[src/lpt_pkg.sv]
// package: shared constants and types for the training link ends
package lpt_pkg;
  localparam int CLK_PERIOD_NS = 40;
  localparam int CAL_MODE_TO_FIRST_CMD_CK = 20;
  localparam int CKE_LOW_TO_FIRST_CAL_CK = 10;
  localparam int CKE_HIGH_TO_CAL_EXIT_CK = 10;
  localparam int CAL_MODE_TO_CKE_LOW_CK = 10;
  localparam int CAL_RESULT_TO_CKE_HIGH_CK = 10;
  localparam int CAL_RESULT_DELAY_NS = 20;
  localparam int CAL_RESULT_DELAY_CK =
    (CAL_RESULT_DELAY_NS / CLK_PERIOD_NS) > 0 ?
    (CAL_RESULT_DELAY_NS / CLK_PERIOD_NS) : 1;
  localparam int DQ_RELEASE_NS = 3;
  localparam int DQ_RELEASE_CK =
    (DQ_RELEASE_NS + CLK_PERIOD_NS - 1) / CLK_PERIOD_NS;
  localparam int CAL_CMD_GAP_CK =
    (CAL_RESULT_DELAY_NS + 2 * CLK_PERIOD_NS + CLK_PERIOD_NS - 1)
    / CLK_PERIOD_NS;
  localparam int LEVEL_DQS_EN_NS = 25;
  localparam int LEVEL_DQS_EN_CK =
    (LEVEL_DQS_EN_NS + CLK_PERIOD_NS - 1) / CLK_PERIOD_NS;
  localparam int LEVEL_MODE_TO_FIRST_EDGE_NS = 40;
  localparam int LEVEL_MODE_TO_FIRST_EDGE_CK =
    (LEVEL_MODE_TO_FIRST_EDGE_NS + CLK_PERIOD_NS - 1) / CLK_PERIOD_NS;
  localparam int LEVEL_FEEDBACK_DELAY_NS = 20;
  localparam int LEVEL_FEEDBACK_DELAY_CK =
    (LEVEL_FEEDBACK_DELAY_NS / CLK_PERIOD_NS) > 0 ?
    (LEVEL_FEEDBACK_DELAY_NS / CLK_PERIOD_NS) : 1;
  localparam int MODE_SET_GAP_NS = 14;
  localparam int MODE_SET_MIN_CK = 10;
  localparam int MODE_SET_CMD_GAP_CK =
    ((MODE_SET_GAP_NS + CLK_PERIOD_NS - 1) / CLK_PERIOD_NS) >
    MODE_SET_MIN_CK ?
    ((MODE_SET_GAP_NS + CLK_PERIOD_NS - 1) / CLK_PERIOD_NS) :
    MODE_SET_MIN_CK;
  localparam int MODE_WRITE_GAP_CK = 10;
  // derating in picoseconds: 1.875 ns
  localparam int DERATE_PS = 1875;
  localparam logic [7:0] MR_RESET_VAL = 8'h00;
  // command codes on the link
  typedef enum logic [2:0] {
    LPT_CMD_NOP = 3'h0,
    LPT_CMD_MRW = 3'h1,
    LPT_CMD_CAL = 3'h2,
    LPT_CMD_RESET = 3'h3
  } lpt_cmd_t;
  // mode register write targets
  typedef enum logic [1:0] {
    LPT_MODE_NORMAL = 2'h0,
    LPT_MODE_CAL = 2'h1,
    LPT_MODE_CAL_EXIT = 2'h2,
    LPT_MODE_LEVEL = 2'h3
  } lpt_mode_t;
endpackage : lpt_pkg

[src/lpt_link_if.sv]
// interface: link between controller end and device end
`timescale 1ns/100ps
interface lpt_link_if #(parameter int DQ_W = 8) ();
  lpt_pkg::lpt_cmd_t cmd;
  lpt_pkg::lpt_mode_t mode;
  logic [DQ_W-1:0] ca;
  logic cke;
  logic dqs_o;
  logic dqs_oe;
  logic [DQ_W-1:0] dq_o;
  logic dq_oe;
  modport ctrl (output cmd, mode, ca, cke, dqs_o, dqs_oe,
    input dq_o, dq_oe);
  modport dev (input cmd, mode, ca, cke, dqs_o, dqs_oe,
    output dq_o, dq_oe);
endinterface : lpt_link_if

[src/lpt_ctrl.sv]
// controller end: sequences calibration, leveling and mode writes
`timescale 1ns/100ps
// Contract
// - wait 20 cycles before first calibration
// - 10 cycles cke low before calibration
// - exit 10 cycles after cke high
// - hold cke high 10 cycles first
// - cke low 10 cycles after results
// - device returns result within 20 ns
// - device drives dq 3 ns after exit
// - calibration commands spaced delay plus two
// - strobe driven 25 ns after leveling
// - first strobe edge 40 ns later
// - leveling feedback within 0 to 20 ns
// - mode set gap max 14ns, 10 cycles
// - derated core timings add 1.875 ns
// - boot timings before configuration
// - reset command loads mode defaults
// - mode writes at least 10 cycles apart
module lpt_ctrl #(
  parameter int DQ_W = 8
) (
  input wire logic i_mclk,
  input wire logic i_resetn,
  lpt_link_if.ctrl link,
  input wire logic i_start_cal,
  input wire logic i_start_level,
  input wire logic i_send_reset,
  input wire logic [DQ_W-1:0] i_cal_pattern,
  input wire logic i_derate,
  input wire logic i_configured,
  input wire logic [15:0] i_core_min_ps,
  output logic o_busy,
  output logic o_done,
  output logic [DQ_W-1:0] o_result,
  output logic [15:0] o_core_eff_ps,
  output logic o_boot_timing
);
  if (DQ_W < 1) begin : g_width_check
    $error("DQ_W must be positive");
  end

  ////////////////////////////////////////////////////////////////////////
  typedef enum logic [3:0] {
    LPT_IDLE = 4'h0,
    LPT_CAL_MRW = 4'h1,
    LPT_CKE_LOW = 4'h3,
    LPT_CAL_CMD = 4'h2,
    LPT_CAL_WAIT = 4'h6,
    LPT_CKE_HIGH = 4'h7,
    LPT_CAL_EXIT = 4'h5,
    LPT_GAP = 4'h4,
    LPT_LVL_MRW = 4'hC,
    LPT_LVL_EDGE = 4'hD,
    LPT_LVL_WAIT = 4'hF,
    LPT_RST = 4'hE
  } lpt_state_t;

  lpt_state_t st_q, st_d;
  logic [7:0] cnt_q, cnt_d;
  logic [7:0] sent_q, sent_d;
  logic cke_q, cke_d, dqs_q, dqs_d, dqsoe_q, dqsoe_d, done_q, done_d;
  logic [DQ_W-1:0] res_q, res_d;
  lpt_pkg::lpt_cmd_t cmd_d, cmd_q;
  lpt_pkg::lpt_mode_t mode_d, mode_q;

  always_comb begin
    st_d = st_q;
    cnt_d = (cnt_q != 8'h00) ? cnt_q - 8'h01 : 8'h00;
    sent_d = (sent_q != 8'hFF) ? sent_q + 8'h01 : sent_q;
    cke_d = cke_q;
    dqs_d = dqs_q;
    dqsoe_d = dqsoe_q;
    done_d = 1'b0;
    res_d = res_q;
    cmd_d = lpt_pkg::LPT_CMD_NOP;
    mode_d = mode_q;
    case (st_q)
      LPT_IDLE: begin
        if (sent_q >= 8'(lpt_pkg::MODE_WRITE_GAP_CK)) begin
          if (i_send_reset) begin
            st_d = LPT_RST;
          end else if (i_start_cal) begin
            st_d = LPT_CAL_MRW;
          end else if (i_start_level) begin
            st_d = LPT_LVL_MRW;
          end
        end
      end
      LPT_RST: begin
        cmd_d = lpt_pkg::LPT_CMD_RESET;
        sent_d = 8'h00;
        cnt_d = 8'(lpt_pkg::MODE_SET_CMD_GAP_CK);
        st_d = LPT_GAP;
      end
      LPT_CAL_MRW: begin
        cmd_d = lpt_pkg::LPT_CMD_MRW;
        mode_d = lpt_pkg::LPT_MODE_CAL;
        sent_d = 8'h00;
        cnt_d = 8'(lpt_pkg::CAL_MODE_TO_CKE_LOW_CK);
        st_d = LPT_CKE_LOW;
      end
      LPT_CKE_LOW: begin
        if (cnt_q == 8'h00 && !cke_q && sent_q >=
            8'(lpt_pkg::CAL_MODE_TO_FIRST_CMD_CK)) begin
          st_d = LPT_CAL_CMD;
        end else if (cnt_q == 8'h00 && cke_q) begin
          cke_d = 1'b0;
          cnt_d = 8'(lpt_pkg::CKE_LOW_TO_FIRST_CAL_CK);
        end
      end
      LPT_CAL_CMD: begin
        cmd_d = lpt_pkg::LPT_CMD_CAL;
        cnt_d = 8'(lpt_pkg::CAL_CMD_GAP_CK);
        st_d = LPT_CAL_WAIT;
      end
      LPT_CAL_WAIT: begin
        if (link.dq_oe) begin
          res_d = link.dq_o;
        end
        if (cnt_q == 8'h00) begin
          cnt_d = 8'(lpt_pkg::CAL_RESULT_TO_CKE_HIGH_CK);
          st_d = LPT_CKE_HIGH;
        end
      end
      LPT_CKE_HIGH: begin
        if (cnt_q == 8'h00 && !cke_q) begin
          cke_d = 1'b1;
          cnt_d = 8'(lpt_pkg::CKE_HIGH_TO_CAL_EXIT_CK);
        end else if (cnt_q == 8'h00 && sent_q >=
            8'(lpt_pkg::MODE_WRITE_GAP_CK)) begin
          st_d = LPT_CAL_EXIT;
        end
      end
      LPT_CAL_EXIT: begin
        cmd_d = lpt_pkg::LPT_CMD_MRW;
        mode_d = lpt_pkg::LPT_MODE_CAL_EXIT;
        sent_d = 8'h00;
        cnt_d = 8'(lpt_pkg::MODE_SET_CMD_GAP_CK);
        done_d = 1'b1;
        st_d = LPT_GAP;
      end
      LPT_LVL_MRW: begin
        cmd_d = lpt_pkg::LPT_CMD_MRW;
        mode_d = lpt_pkg::LPT_MODE_LEVEL;
        sent_d = 8'h00;
        cnt_d = 8'(lpt_pkg::LEVEL_MODE_TO_FIRST_EDGE_CK);
        st_d = LPT_LVL_EDGE;
      end
      LPT_LVL_EDGE: begin
        if (sent_q >= 8'(lpt_pkg::LEVEL_DQS_EN_CK)) begin
          dqsoe_d = 1'b1;
        end
        if (cnt_q == 8'h00) begin
          dqs_d = 1'b1;
          cnt_d = 8'(lpt_pkg::LEVEL_FEEDBACK_DELAY_CK);
          st_d = LPT_LVL_WAIT;
        end
      end
      LPT_LVL_WAIT: begin
        if (cnt_q == 8'h00) begin
          res_d = link.dq_o;
          dqs_d = 1'b0;
          dqsoe_d = 1'b0;
          // closing write waits out gap
          // reuse the exit wait; cke is already high here
          st_d = LPT_CKE_HIGH;
          mode_d = lpt_pkg::LPT_MODE_NORMAL;
        end
      end
      LPT_GAP: begin
        if (cnt_q == 8'h00) begin
          st_d = LPT_IDLE;
        end
      end
      default: begin
        st_d = LPT_IDLE;
      end
    endcase
  end

  always_ff @(posedge i_mclk or negedge i_resetn) begin
    if (!i_resetn) begin
      st_q <= LPT_IDLE;
      cnt_q <= 8'h00;
      sent_q <= 8'hFF;
      cke_q <= 1'b1;
      dqs_q <= 1'b0;
      dqsoe_q <= 1'b0;
      done_q <= 1'b0;
      res_q <= '0;
      cmd_q <= lpt_pkg::LPT_CMD_NOP;
      mode_q <= lpt_pkg::LPT_MODE_NORMAL;
    end else begin
      st_q <= st_d;
      cnt_q <= cnt_d;
      sent_q <= sent_d;
      cke_q <= cke_d;
      dqs_q <= dqs_d;
      dqsoe_q <= dqsoe_d;
      done_q <= done_d;
      res_q <= res_d;
      cmd_q <= cmd_d;
      mode_q <= mode_d;
    end
  end

  ////////////////////////////////////////////////////////////////////////
  // derated core timing
  logic [15:0] core_q;
  always_ff @(posedge i_mclk or negedge i_resetn) begin
    if (!i_resetn) begin
      core_q <= 16'h0000;
    end else begin
      core_q <= i_derate ?
        16'(i_core_min_ps + 16'(lpt_pkg::DERATE_PS)) : i_core_min_ps;
    end
  end
  assign o_boot_timing = !i_configured;

  assign link.cmd = cmd_q;
  assign link.mode = mode_q;
  assign link.ca = i_cal_pattern;
  assign link.cke = cke_q;
  assign link.dqs_o = dqs_q;
  assign link.dqs_oe = dqsoe_q;
  assign o_busy = (st_q != LPT_IDLE);
  assign o_done = done_q;
  assign o_result = res_q;
  assign o_core_eff_ps = core_q;
endmodule : lpt_ctrl

[src/flat_wrapper.sv]
// flat-port wrapper written by rule: the top's interface ports become plain ports
module lpt_ctrl_flat 
#(
  parameter int DQ_W = 8
)
  (i_mclk, i_resetn, i_start_cal, i_start_level, i_send_reset, i_cal_pattern, i_derate, i_configured, i_core_min_ps, o_busy, o_done, o_result, o_core_eff_ps, o_boot_timing, link_cmd, link_mode, link_ca, link_cke, link_dqs_o, link_dqs_oe, link_dq_o, link_dq_oe);
  lpt_link_if #(.DQ_W(DQ_W)) link_i ();
  input wire logic i_mclk;
  input wire logic i_resetn;
  input wire logic i_start_cal;
  input wire logic i_start_level;
  input wire logic i_send_reset;
  input wire logic [DQ_W-1:0] i_cal_pattern;
  input wire logic i_derate;
  input wire logic i_configured;
  input wire logic [15:0] i_core_min_ps;
  output logic o_busy;
  output logic o_done;
  output logic [DQ_W-1:0] o_result;
  output logic [15:0] o_core_eff_ps;
  output logic o_boot_timing;
  output wire logic [$bits(link_i.cmd)-1:0] link_cmd;
  output wire logic [$bits(link_i.mode)-1:0] link_mode;
  output wire logic [$bits(link_i.ca)-1:0] link_ca;
  output wire logic [$bits(link_i.cke)-1:0] link_cke;
  output wire logic [$bits(link_i.dqs_o)-1:0] link_dqs_o;
  output wire logic [$bits(link_i.dqs_oe)-1:0] link_dqs_oe;
  input wire logic [$bits(link_i.dq_o)-1:0] link_dq_o;
  input wire logic [$bits(link_i.dq_oe)-1:0] link_dq_oe;
  assign link_cmd = link_i.cmd;
  assign link_mode = link_i.mode;
  assign link_ca = link_i.ca;
  assign link_cke = link_i.cke;
  assign link_dqs_o = link_i.dqs_o;
  assign link_dqs_oe = link_i.dqs_oe;
  assign link_i.dq_o = link_dq_o;
  assign link_i.dq_oe = link_dq_oe;
  lpt_ctrl #(.DQ_W(DQ_W)) u_core (.i_mclk(i_mclk), .i_resetn(i_resetn), .link(link_i), .i_start_cal(i_start_cal), .i_start_level(i_start_level), .i_send_reset(i_send_reset), .i_cal_pattern(i_cal_pattern), .i_derate(i_derate), .i_configured(i_configured), .i_core_min_ps(i_core_min_ps), .o_busy(o_busy), .o_done(o_done), .o_result(o_result), .o_core_eff_ps(o_core_eff_ps), .o_boot_timing(o_boot_timing));
endmodule
[config.mk]
export PLATFORM = sky130hd
export DESIGN_NAME = lpt_ctrl_flat
export DESIGN_NICKNAME = d
export VERILOG_FILES = /design/src/lpt_pkg.sv /design/src/lpt_link_if.sv /design/src/lpt_ctrl.sv /design/src/flat_wrapper.sv
export SDC_FILE = /design/constraint.sdc
export NUM_CORES = 1
export LEC_CHECK = 0
export BUFFER_PORTS_ARGS = -buffer_cell sky130_fd_sc_hd__buf_4
export CORE_UTILIZATION = 45
export CTS_BUF_LIST = sky130_fd_sc_hd__clkbuf_16
export DETAILED_ROUTE_END_ITERATION = 7
export PLACE_DENSITY_LB_ADDON = 0.08
export SLEW_MARGIN = 5
export SYNTH_ARGS = -nofsm -noshare
export SYNTH_HDL_FRONTEND = slang
export SYNTH_SLANG_ARGS = --single-unit
[constraint.sdc]
create_clock -name i_mclk -period 3.3 [get_ports i_mclk]
set_clock_uncertainty 0.2 [all_clocks]
set_input_delay 0.495 -clock i_mclk [delete_from_list [all_inputs] [get_ports i_mclk]]
set_output_delay 0.495 -clock i_mclk [all_outputs]
set_load 0.03 [all_outputs]
# After elaboration in Yosys (flattened, before gate mapping)

Index checks and enable logic that the tools add are counted.

Input port bits: 40
Register bits after elaboration: 52
Output and inout port bits: 43

Equal/unequal tests: 26
Multiplexer cells: 37
Add/sub/neg operators: 3
Reductions and logical operators: 26
Magnitude comparators: 3

Operators by type and width:

| cell                                                                                | count |
|---|---|
| 8-bit 2-to-1 mux                                                                    | 10 |
| 8-bit case mux with 7 select lines                                                  | 1 |
| 4-bit 2-to-1 mux                                                                    | 10 |
| 4-bit case mux with 10 select lines                                                 | 1 |
| 2-bit by 1-bit != test with 1-bit output, second input constant                     | 10 |
| 16-bit by 11-bit adder with 16-bit output, second input constant                    | 1 |
| 4-bit by 3-bit == test with 1-bit output, second input constant                     | 4 |
| 4-bit == test, second input constant                                                | 4 |
| 16-bit 2-to-1 mux                                                                   | 1 |
| 8-bit case mux with 2 select lines                                                  | 1 |
| 3-bit AND reduction                                                                 | 3 |
| 8-bit by 1-bit adder with 8-bit output, second input constant                       | 1 |
| 4-bit by 2-bit == test with 1-bit output, second input constant                     | 2 |
| 8-bit by 1-bit greater-or-equal comparator with 1-bit output, second input constant | 1 |
| 8-bit by 4-bit greater-or-equal comparator with 1-bit output, second input constant | 1 |
| 8-bit by 5-bit greater-or-equal comparator with 1-bit output, second input constant | 1 |
| 8-bit zero test                                                                     | 1 |
| 8-bit != test, second input constant                                                | 1 |
| 2-bit case mux with 4 select lines                                                  | 1 |
| 8-bit AND reduction                                                                 | 1 |
| 2-bit nonzero test                                                                  | 4 |
| 4-bit nonzero test                                                                  | 2 |
| 8-bit nonzero test                                                                  | 1 |
| 8-bit by 1-bit subtractor with 8-bit output, second input constant                  | 1 |
| 15 further kinds                                                                    | 31 |

# Depth between registers and ports, before layout

Gate-level depths: netlist of run 1.

Word-level depth: 5
Depth in mapped cells: 8

# Worst setup path before layout of run 1

No wires, ideal clock.

Path type: flip-flop to flip-flop
From: reg u_core.cnt_q[0]
To: reg u_core.st_q[0]
Cell stages (with the launch flop): 9
Data arrival time: 1.895 ns
Clock period less this slack: 2.222 ns
Data required time: 2.972 ns
Slack: 1.078 ns
Cell sequence: dfrtp_1 inv_1 ha_1 nor4b_4 and2_1 buf_4 a211oi_2 nor4_4 mux2_1

Longest elaborated chain between the ends: 5
Elaborated cells on any way between the ends: 11
Classes of those cells: eq/ne: 6; reduce/logical: 5

RTL lines:

| item                                                      | RTL line                         | text |
|---|---|---|
| from (decl)                                               | lpt_ctrl.sv:60                   | `logic [7:0] cnt_q, cnt_d;` |
| from (signal assigned)                                    | lpt_ctrl.sv:196                  | `cnt_q <= cnt_d;` |
| 8-bit zero test (*)                                       | --                               |  |
| 1-bit logical AND                                         | lpt_ctrl.sv:104, lpt_ctrl.sv:127 |  |
| 1-bit logical AND                                         | lpt_ctrl.sv:104                  | `if (cnt_q == 8'h00 && !cke_q && sent_q >=` |
| 2-bit by 1-bit != test with 1-bit output (no source line) | --                               |  |
| 8-bit AND reduction (no source line) (*)                  | --                               |  |
| to (signal assigned)                                      | lpt_ctrl.sv:195                  | `st_q <= st_d;` |
| to (decl)                                                 | lpt_ctrl.sv:59                   | `lpt_state_t st_q, st_d;` |

Every way passes the cells marked *; elsewhere a longest branch is shown, timed or not.
A chain may end at the register's enable or synchronous reset.

# Worst setup path in the final report of run 1

From: reg u_core.cnt_q[0]
To: reg u_core.st_q[3]

The elaborated chain is that of the path after synthesis.

==> key figures, run 1 <==
Routing
  – Post-DRT Antenna Nets: 0
  – Drt first pass iters: 4
  – Vias per cell: 5.34
  – Routed wire length: 5850 um
  – DRC viols: 0
  – Drt wl/cell: 14.0 um
  – Initial DRC Count: 145
  – Vias after detailed routing: 2226

Logic synthesis
  – Synthesized instance count: 288
  – Number of flops mapped to enable cells by yosys: 0
  – Syn_nets: 334
  – Seq cells post-synth: 52
  – Post-synthesis sequential area ratio: 46.6%
  – Synth cell count leaders: dfrtp_1 (43), nor2_1 (28), nand2_1 (19), o21ai_0 (19), a21oi_1 (18)
  – Synth warnings: 0
  – Count leader, synth: dfrtp_1
  – Post-synthesis compound-gate area fraction: 14.0%
  – Netlist Area Pre-Place: 2820 sq um
  – Largest family of logic cells by synthesized area: simple AND/OR/NAND/NOR gates
  – Area contributors post-synth: dfrtp_1 (38%), dfstp_2 (8.4%), nor2_1 (3.7%), xnor2_1 (3.7%), o21ai_0 (3.4%)
  – Adder-Cell Fraction of Synth Area: 2.67%
  – Synth Area in Simple Gates: 18.5%
  – Share of synthesized registers carrying an async set or reset: 100%
  – Post-synthesis xor/xnor area fraction: 6.22%
  – Yosys top cell area share: 38.2%
  – Synth unique cells: 50
  – Avg Cell Area, Syn: 9.77 sq um
  – Main flop type after synthesis: dfrtp_1
  – Post-synth top area cell: dfrtp_1
  – Post-synthesis mux area share: 6.27%

Global routing
  – Total global-route track usage: 19.0%
  – Gr ovfl total: 0
  – First-pass GRT wire length: 9640 um
  – Largest net degree at the start of global routing: 53
  – Vias in the first global route: 2104
  – Antenna violations before repair: 0

Cells and area
  – Final Core Density: 57.2%
  – Number of diodes: 0
  – Layout cells sized above 1: 26.9%
  – Finished layout cell area: 3430 sq um
  – Final #Nets: 387
  – Sequential Area: 1310 sq um
  – Multi-input logic area: 1340 sq um
  – Fill cells: 524
  – Area growth from synthesis to layout: 21.8%

Worst setup path
  – Worst R2R End: u_core.st_q[3]
  – Worst-path fanout max: 9
  – Cell depth of the worst flop-to-flop path: 7
  – Worst path required time: 3.27 ns
  – Arrival time worst endpoint: 2.54 ns
  – CP top delay family: simple AND/OR/NAND/NOR gates
  – CP Launch Type: flip-flop
  – Critical path's slowest cell: dfrtp_1
  – Cell count along the critical path: 7
  – Crit path buffers/inverters: 1
  – RR Startpoint: u_core.cnt_q[0]
  – Setup slack, reg-to-reg: 0.73 ns
  – Worst path cell trace: inv_1 -> ha_1 -> nor4b_4 -> and2_1 -> a31oi_1 -> nor4_4 -> mux2_1
  – Crit path kind: flip-flop to flip-flop
  – Slowest stage delay, CP: 0.42 ns
  – Worst Setup End Kind: flip-flop

Power and ir drop
  – Cell Pwr Density: 887 nW/um^2
  – Static leakage: 0.00155 uW
  – Peak VDD IR: 0.470 mV

Floorplanning
  – Initial Utilization: 47.0%
  – Die width: 81.1 um
  – Core area: 5990 sq um
  – Die area: 6580 sq um
  – I/O pins: 83
  – Cell Rows: 28
  – Die Y: 81.1 um

STA
  – Slew margin rel.: 46.1%
  – Unrepaired setup endpoints after global routing: false
  – Min Tclk post-route: 2.57 ns
  – Setup ws final: 0.728 ns
  – Pins over their slew limit: 0
  – Final setup violation count: 0
  – Setup TNS: 0 ns
  – Fmax: 389 MHz
  – Crit share post-route: 77.9%
  – Hold Violations, Final: 0
  – Worst Max-Slew Pin Slew: 0.804 ns

Clock network
  – H-tree depth: 2
  – Postcts setup bufs: 0
  – # resized after CTS: 0
  – Root buffer cell: clkbuf_16
  – Cts hold-fix bufs: 0
  – Clk_lat worst skew: 0.28 ns
  – Max Buffers Root-to-Sink: 2
  – CTS buffer count: 5
  – Clock-pin slew on the worst setup and hold paths: 0.07 ns
  – CTS tree: done
  – Clock sinks: 52

Place
  – Setup WS pre-CTS: 0.761 ns
  – Placed Area: 3290 sq um
  – GP Congestion: 0.807
  – Buffers on Ports: 65
  – HPWL Detailed: 4210 um

Run
  – Max-Cap Viols: 0

Run status
  – Status: finished, final reports clean

Worst hold path
  – Hold/Removal Path Class: primary input to asynchronous set/reset pin
how the worst max path moves through the flow:
stage | slack [ns] | from | to
CTS | 0.74 | u_core.cnt_q[0] | u_core.st_q[1]
floorplan | 1.08 | u_core.cnt_q[0] | u_core.st_q[0]
global placement | 0.84 | u_core.cnt_q[0] | u_core.st_q[0]
global route | 0.57 | u_core.cnt_q[0] | u_core.st_q[0]
detailed placement | 0.76 | u_core.cnt_q[0] | u_core.st_q[0]
finish | 0.73 | u_core.cnt_q[0] | u_core.st_q[3]
registers in the layout (all words and copies together), names as in the netlist:
signal	flops
u_core.link.mode	2
u_core.link.cmd	2
u_core.sent_q	8
u_core.st_q	4
u_core.o_result	8
u_core.link.cke	1
u_core.link.dqs_oe	1
u_core.o_core_eff_ps	16
u_core.o_done	1
u_core.cnt_q	8
u_core.link.dqs_o	1
per-layer routing:
layer | share of wire (%) | wire (um) | global-route usage, %
met4 | 1.5 | 89 | 6.79
met1 | 44 | 2560 | 24.4
met3 | 6.3 | 367 | 5.28
met5 | 0 | 0 | 0
met2 | 48 | 2840 | 30.5
final cells by class:
type	count	area share (%)
Multi-Input combinational cell	205	39.2
Sequential cell	52	38.3
Timing Repair Buffer	67	14.7
Clock buffer	5	3.65
Tap cell	75	2.74
Inverter	10	1.09
Clock inverter	3	0.365
cells by family after synthesis:
group,Yosys count
adder cells (fa/ha/maj),6
buffers and inverters,31
AO/OA/AOI/OAI,62
multiplexers,16
other,1
XOR/XNOR,20
AND/OR/NAND/NOR,100
flip-flops,52
report_power, final:
| part | leakage (uW) | internal (uW) | switching [uW] | total, uW |
|---|---|---|---|---|
| clock network | 0.0000762 | 274 | 210 | 484 |
| logic | 0.000867 | 611 | 844 | 1450 |
| registers | 0.000611 | 869 | 235 | 1100 |
stage by stage:
step | hold WS [ns] | total power, uW | instances
after floorplan | -0.000591 | 2140 | 288
after global placement | 0.271 | 2540 | 409
after detailed placement | 0.282 | 2560 | 409
after CTS | 0.0821 | 3070 | 417
after global routing | 0.109 | 3270 | 417
final | 0.0367 | 3040 | 417
cells in the final DEF, fill, tap and decap left out, types with 2 or more instances in the layout:
cell        n
a221oi_1    3
nand2_1    19
nor4_1      2
a211oi_1    2
clkbuf_16   5
mux2_2      6
nor3_1     13
a311oi_1    2
o21a_1      3
and3b_1     2
and2_1      2
nand4_1     2
inv_1      12
mux2_1      7
dfrtp_1    43
o21ai_0    19
xnor2_1    12
nor2b_1     5
nand2b_1    4
mux2i_1     3
a21oi_1    18
nand3_1    12
ha_1        6
a31oi_1     5
buf_4      67
nor2_1     28
xor2_1      8
and3_1      3
dfstp_2     9
Note: power is estimated with default switching activity, not from simulation.
==> run 2, diff against run 1 <==
==> constraint.sdc (replaced) <==
create_clock -name i_mclk -period 2.1 [get_ports i_mclk]
set_clock_uncertainty 0.2 [all_clocks]
set_input_delay 0.315 -clock i_mclk [delete_from_list [all_inputs] [get_ports i_mclk]]
set_output_delay 0.315 -clock i_mclk [all_outputs]
set_load 0.03 [all_outputs]
==> key figures, run 2 (synthesis gave the netlist of run 1 again) <==
Place
  – HPWL Detailed: 4610 um (+9.4%)
  – Buffers on Ports: 65 (unchanged)
  – GP Congestion: 0.808 (+0.22%)

Cells and area
  – Final Core Density: 64.7% (+7.4 points)
  – Most frequent cells in the layout: buf_4 (101), dfrtp_1 (41), nor2_1 (28)
  – Max reg flops: 16 (unchanged)
  – Final #Nets: 425 (+9.8%)
  – Most common cell after layout, fill and taps aside: buf_4
  – Layout cells sized above 1: 39.2% (+12 points)
  – Number of diodes: 0 (unchanged)
  – Area growth from synthesis to layout: 37.6%
  – Fill cells: 475 (-9.4%)

Clock network
  – Max Buffers Root-to-Sink: 2 (unchanged)
  – Clk_lat worst skew: 0.29 ns (about the same)
  – CTS buffer count: 5 (unchanged)
  – Root buffer cell: clkbuf_16
  – CTS tree: done
  – H-tree depth: 2 (unchanged)
  – Clock-pin slew on the worst setup and hold paths: 0.07 ns (about the same)
  – Clock sinks: 52 (unchanged)

Routing
  – Initial DRC Count: 135 (-6.9%)
  – Vias after detailed routing: 2393 (+7.5%)
  – Post-DRT Antenna Nets: 0 (unchanged)
  – Drt wl/cell: 14.4 um (+2.4%)
  – Routed wire length: 6530 um (+12%)
  – Vias per cell: 5.26 (-1.5%)
  – DRC viols: 0 (unchanged)
  – Drt first pass iters: 4 (unchanged)

STA
  – Slew margin rel.: 55.8% (+9.8 points)
  – Min Tclk post-route: 2.17 ns (-0.401 ns)
  – Unrepaired setup endpoints after global routing: true
  – Fmax: 461 MHz (+18%)
  – Crit share post-route: 103% (+25 points)
  – Final setup violation count: 12 (+12)
  – Hold Violations, Final: 0 (unchanged)
  – Worst Max-Slew Pin Slew: 0.662 ns (-0.141 ns)
  – Setup ws final: -0.0712 ns (-0.799 ns)
  – Pins over their slew limit: 0 (unchanged)

Global routing
  – Vias in the first global route: 2310 (+9.8%)
  – Largest net degree at the start of global routing: 53 (unchanged)
  – Antenna violations before repair: 0 (unchanged)
  – First-pass GRT wire length: 10500 um (+8.9%)
  – Total global-route track usage: 20.9% (+1.9 points)
  – Gr ovfl total: 0 (unchanged)

Power and ir drop
  – Internal power: 3380 uW (+93%)
  – Static leakage: 0.00179 uW (+15%)
  – Reg power frac: 28.7% (-7.6 points)
  – Logic pwr share: 57.1% (+9.3 points)
  – Cell Pwr Density: 1470 nW/um^2 (+65%)
  – Peak VDD IR: 0.704 mV (+50%)
  – Total power: 5680 uW (+87%)
  – Fraction of power spent switching nets: 40.5% (-1.8 points)
  – Psw: 2300 uW (+79%)
  – Power share of the clock group: 14.2% (-1.7 points)

Floorplanning
  – Die Y: 81.1 um (unchanged)
  – Core area: 5990 sq um (unchanged)
  – Cell Rows: 28 (unchanged)
  – Initial Utilization: 47.0% (unchanged)
  – Die width: 81.1 um (unchanged)
  – Die area: 6580 sq um (unchanged)
  – I/O pins: 83 (unchanged)

Worst setup path
  – Worst-path fanout max: 4 (-5)
  – Crit path kind: flip-flop to flip-flop
  – CP Launch Type: flip-flop
  – Worst path required time: 2.07 ns (-1.20 ns)
  – Arrival time worst endpoint: 2.14 ns (-0.40 ns)
  – Worst Setup End Kind: flip-flop

Run status
  – Status: finished, violations left
  – Failing checks: setup timing

Worst hold path
  – Hold/Removal Path Class: primary input to flip-flop

Run
  – Max-Cap Viols: 0 (unchanged)
==> run 2: changes by cell type in the layout (fill, tap and decap cells not counted), moves of 4 or more <==
cell and delta:
mux2_1 -7, buf_4 +34, inv_1 -4, mux2_2 -5
mux2_4 +12
==> run 2: layout make-up <==
class	instances	area, sq um	share of cell area (%)
clock buffer	5	125	3.23
clock inverter	3	18.8	0.484
inverter	10	37.5	0.969
multi-input combinational	205	1470	37.8
sequential	52	1320	33.9
tap	75	93.8	2.42
timing repair buffer	105	818	21.1
==> run 2: stage by stage <==
step	cells	instance area, sq um	setup WS [ns]	TNS (ns)	hold WS (ns)
3_5_place_dp	436	3550	-0.191	-0.732	0.196
3_3_place_gp	436	3550	-0.150	-0.596	0.191
2_1_floorplan	288	2850	-0.0761	-0.304	-0.181
6_report	455	3870	-0.0712	-0.360	0.0163
4_1_cts	454	3800	-0.00941	-0.0186	0.0110
5_1_grt	455	3870	-0.151	-1.33	0.00846
==> run 2: power by group through the flow <==
stage / Combinational (uW) / Clock, uW / Sequential (uW)
after global routing: 3540 / 873 / 1680
after global placement: 2780 / 0 / 1620
after detailed placement: 2820 / 0 / 1630
final: 3240 / 809 / 1630
after CTS: 3120 / 825 / 1620
after floorplan: 1500 / 0 / 1920
==> run 2: worst paths after layout <==
kind,start,to,slack (ns),cells after the start
worst max-delay path,u_core.cnt_q[1],u_core.st_q[0],-0.07,8
worst min-delay path,i_core_min_ps[3],u_core.o_core_eff_ps[3],0.02,2
worst max register to register,u_core.cnt_q[1],u_core.st_q[0],-0.07,8
worst min register to register,u_core.link.dqs_o,u_core.link.dqs_o,0.30,2
max in group asynchronous,i_resetn,u_core.st_q[2],0.82,2
min in group asynchronous,i_resetn,u_core.o_done,0.39,2
==> run 2: repair_timing <==
item | CTS | global route
pin swaps | 4 | 5
setup buffers | 8 | 1
hold buffers | 2 | 0
endpoints found under the hold margin | 44 | 0
endpoints found under the setup margin | 13 | 20
resized for setup | 11 | 15
==> run 2: worst max-delay path: stages, from the launching register on <==
cell and delay [ns]:
dfrtp_1 0.39, inv_2 0.08, ha_4 0.13, nor4b_4 0.27, and2_4 0.24, a211oi_4 0.05
nor4_4 0.20, buf_4 0.18, mux2_4 0.31
==> run 2: metal layers <==
metal | track usage, % | routed length [um] | share of wire, % | vias up
li1 | - | - | - | 1180
met1 | 27.0 | 2950 | 45 | 1163
met2 | 34.4 | 3270 | 50 | 41
met3 | 4.16 | 228 | 3.5 | 9
met4 | 8.21 | 80 | 1.2 | 0
met5 | 0 | 0 | 0 | -
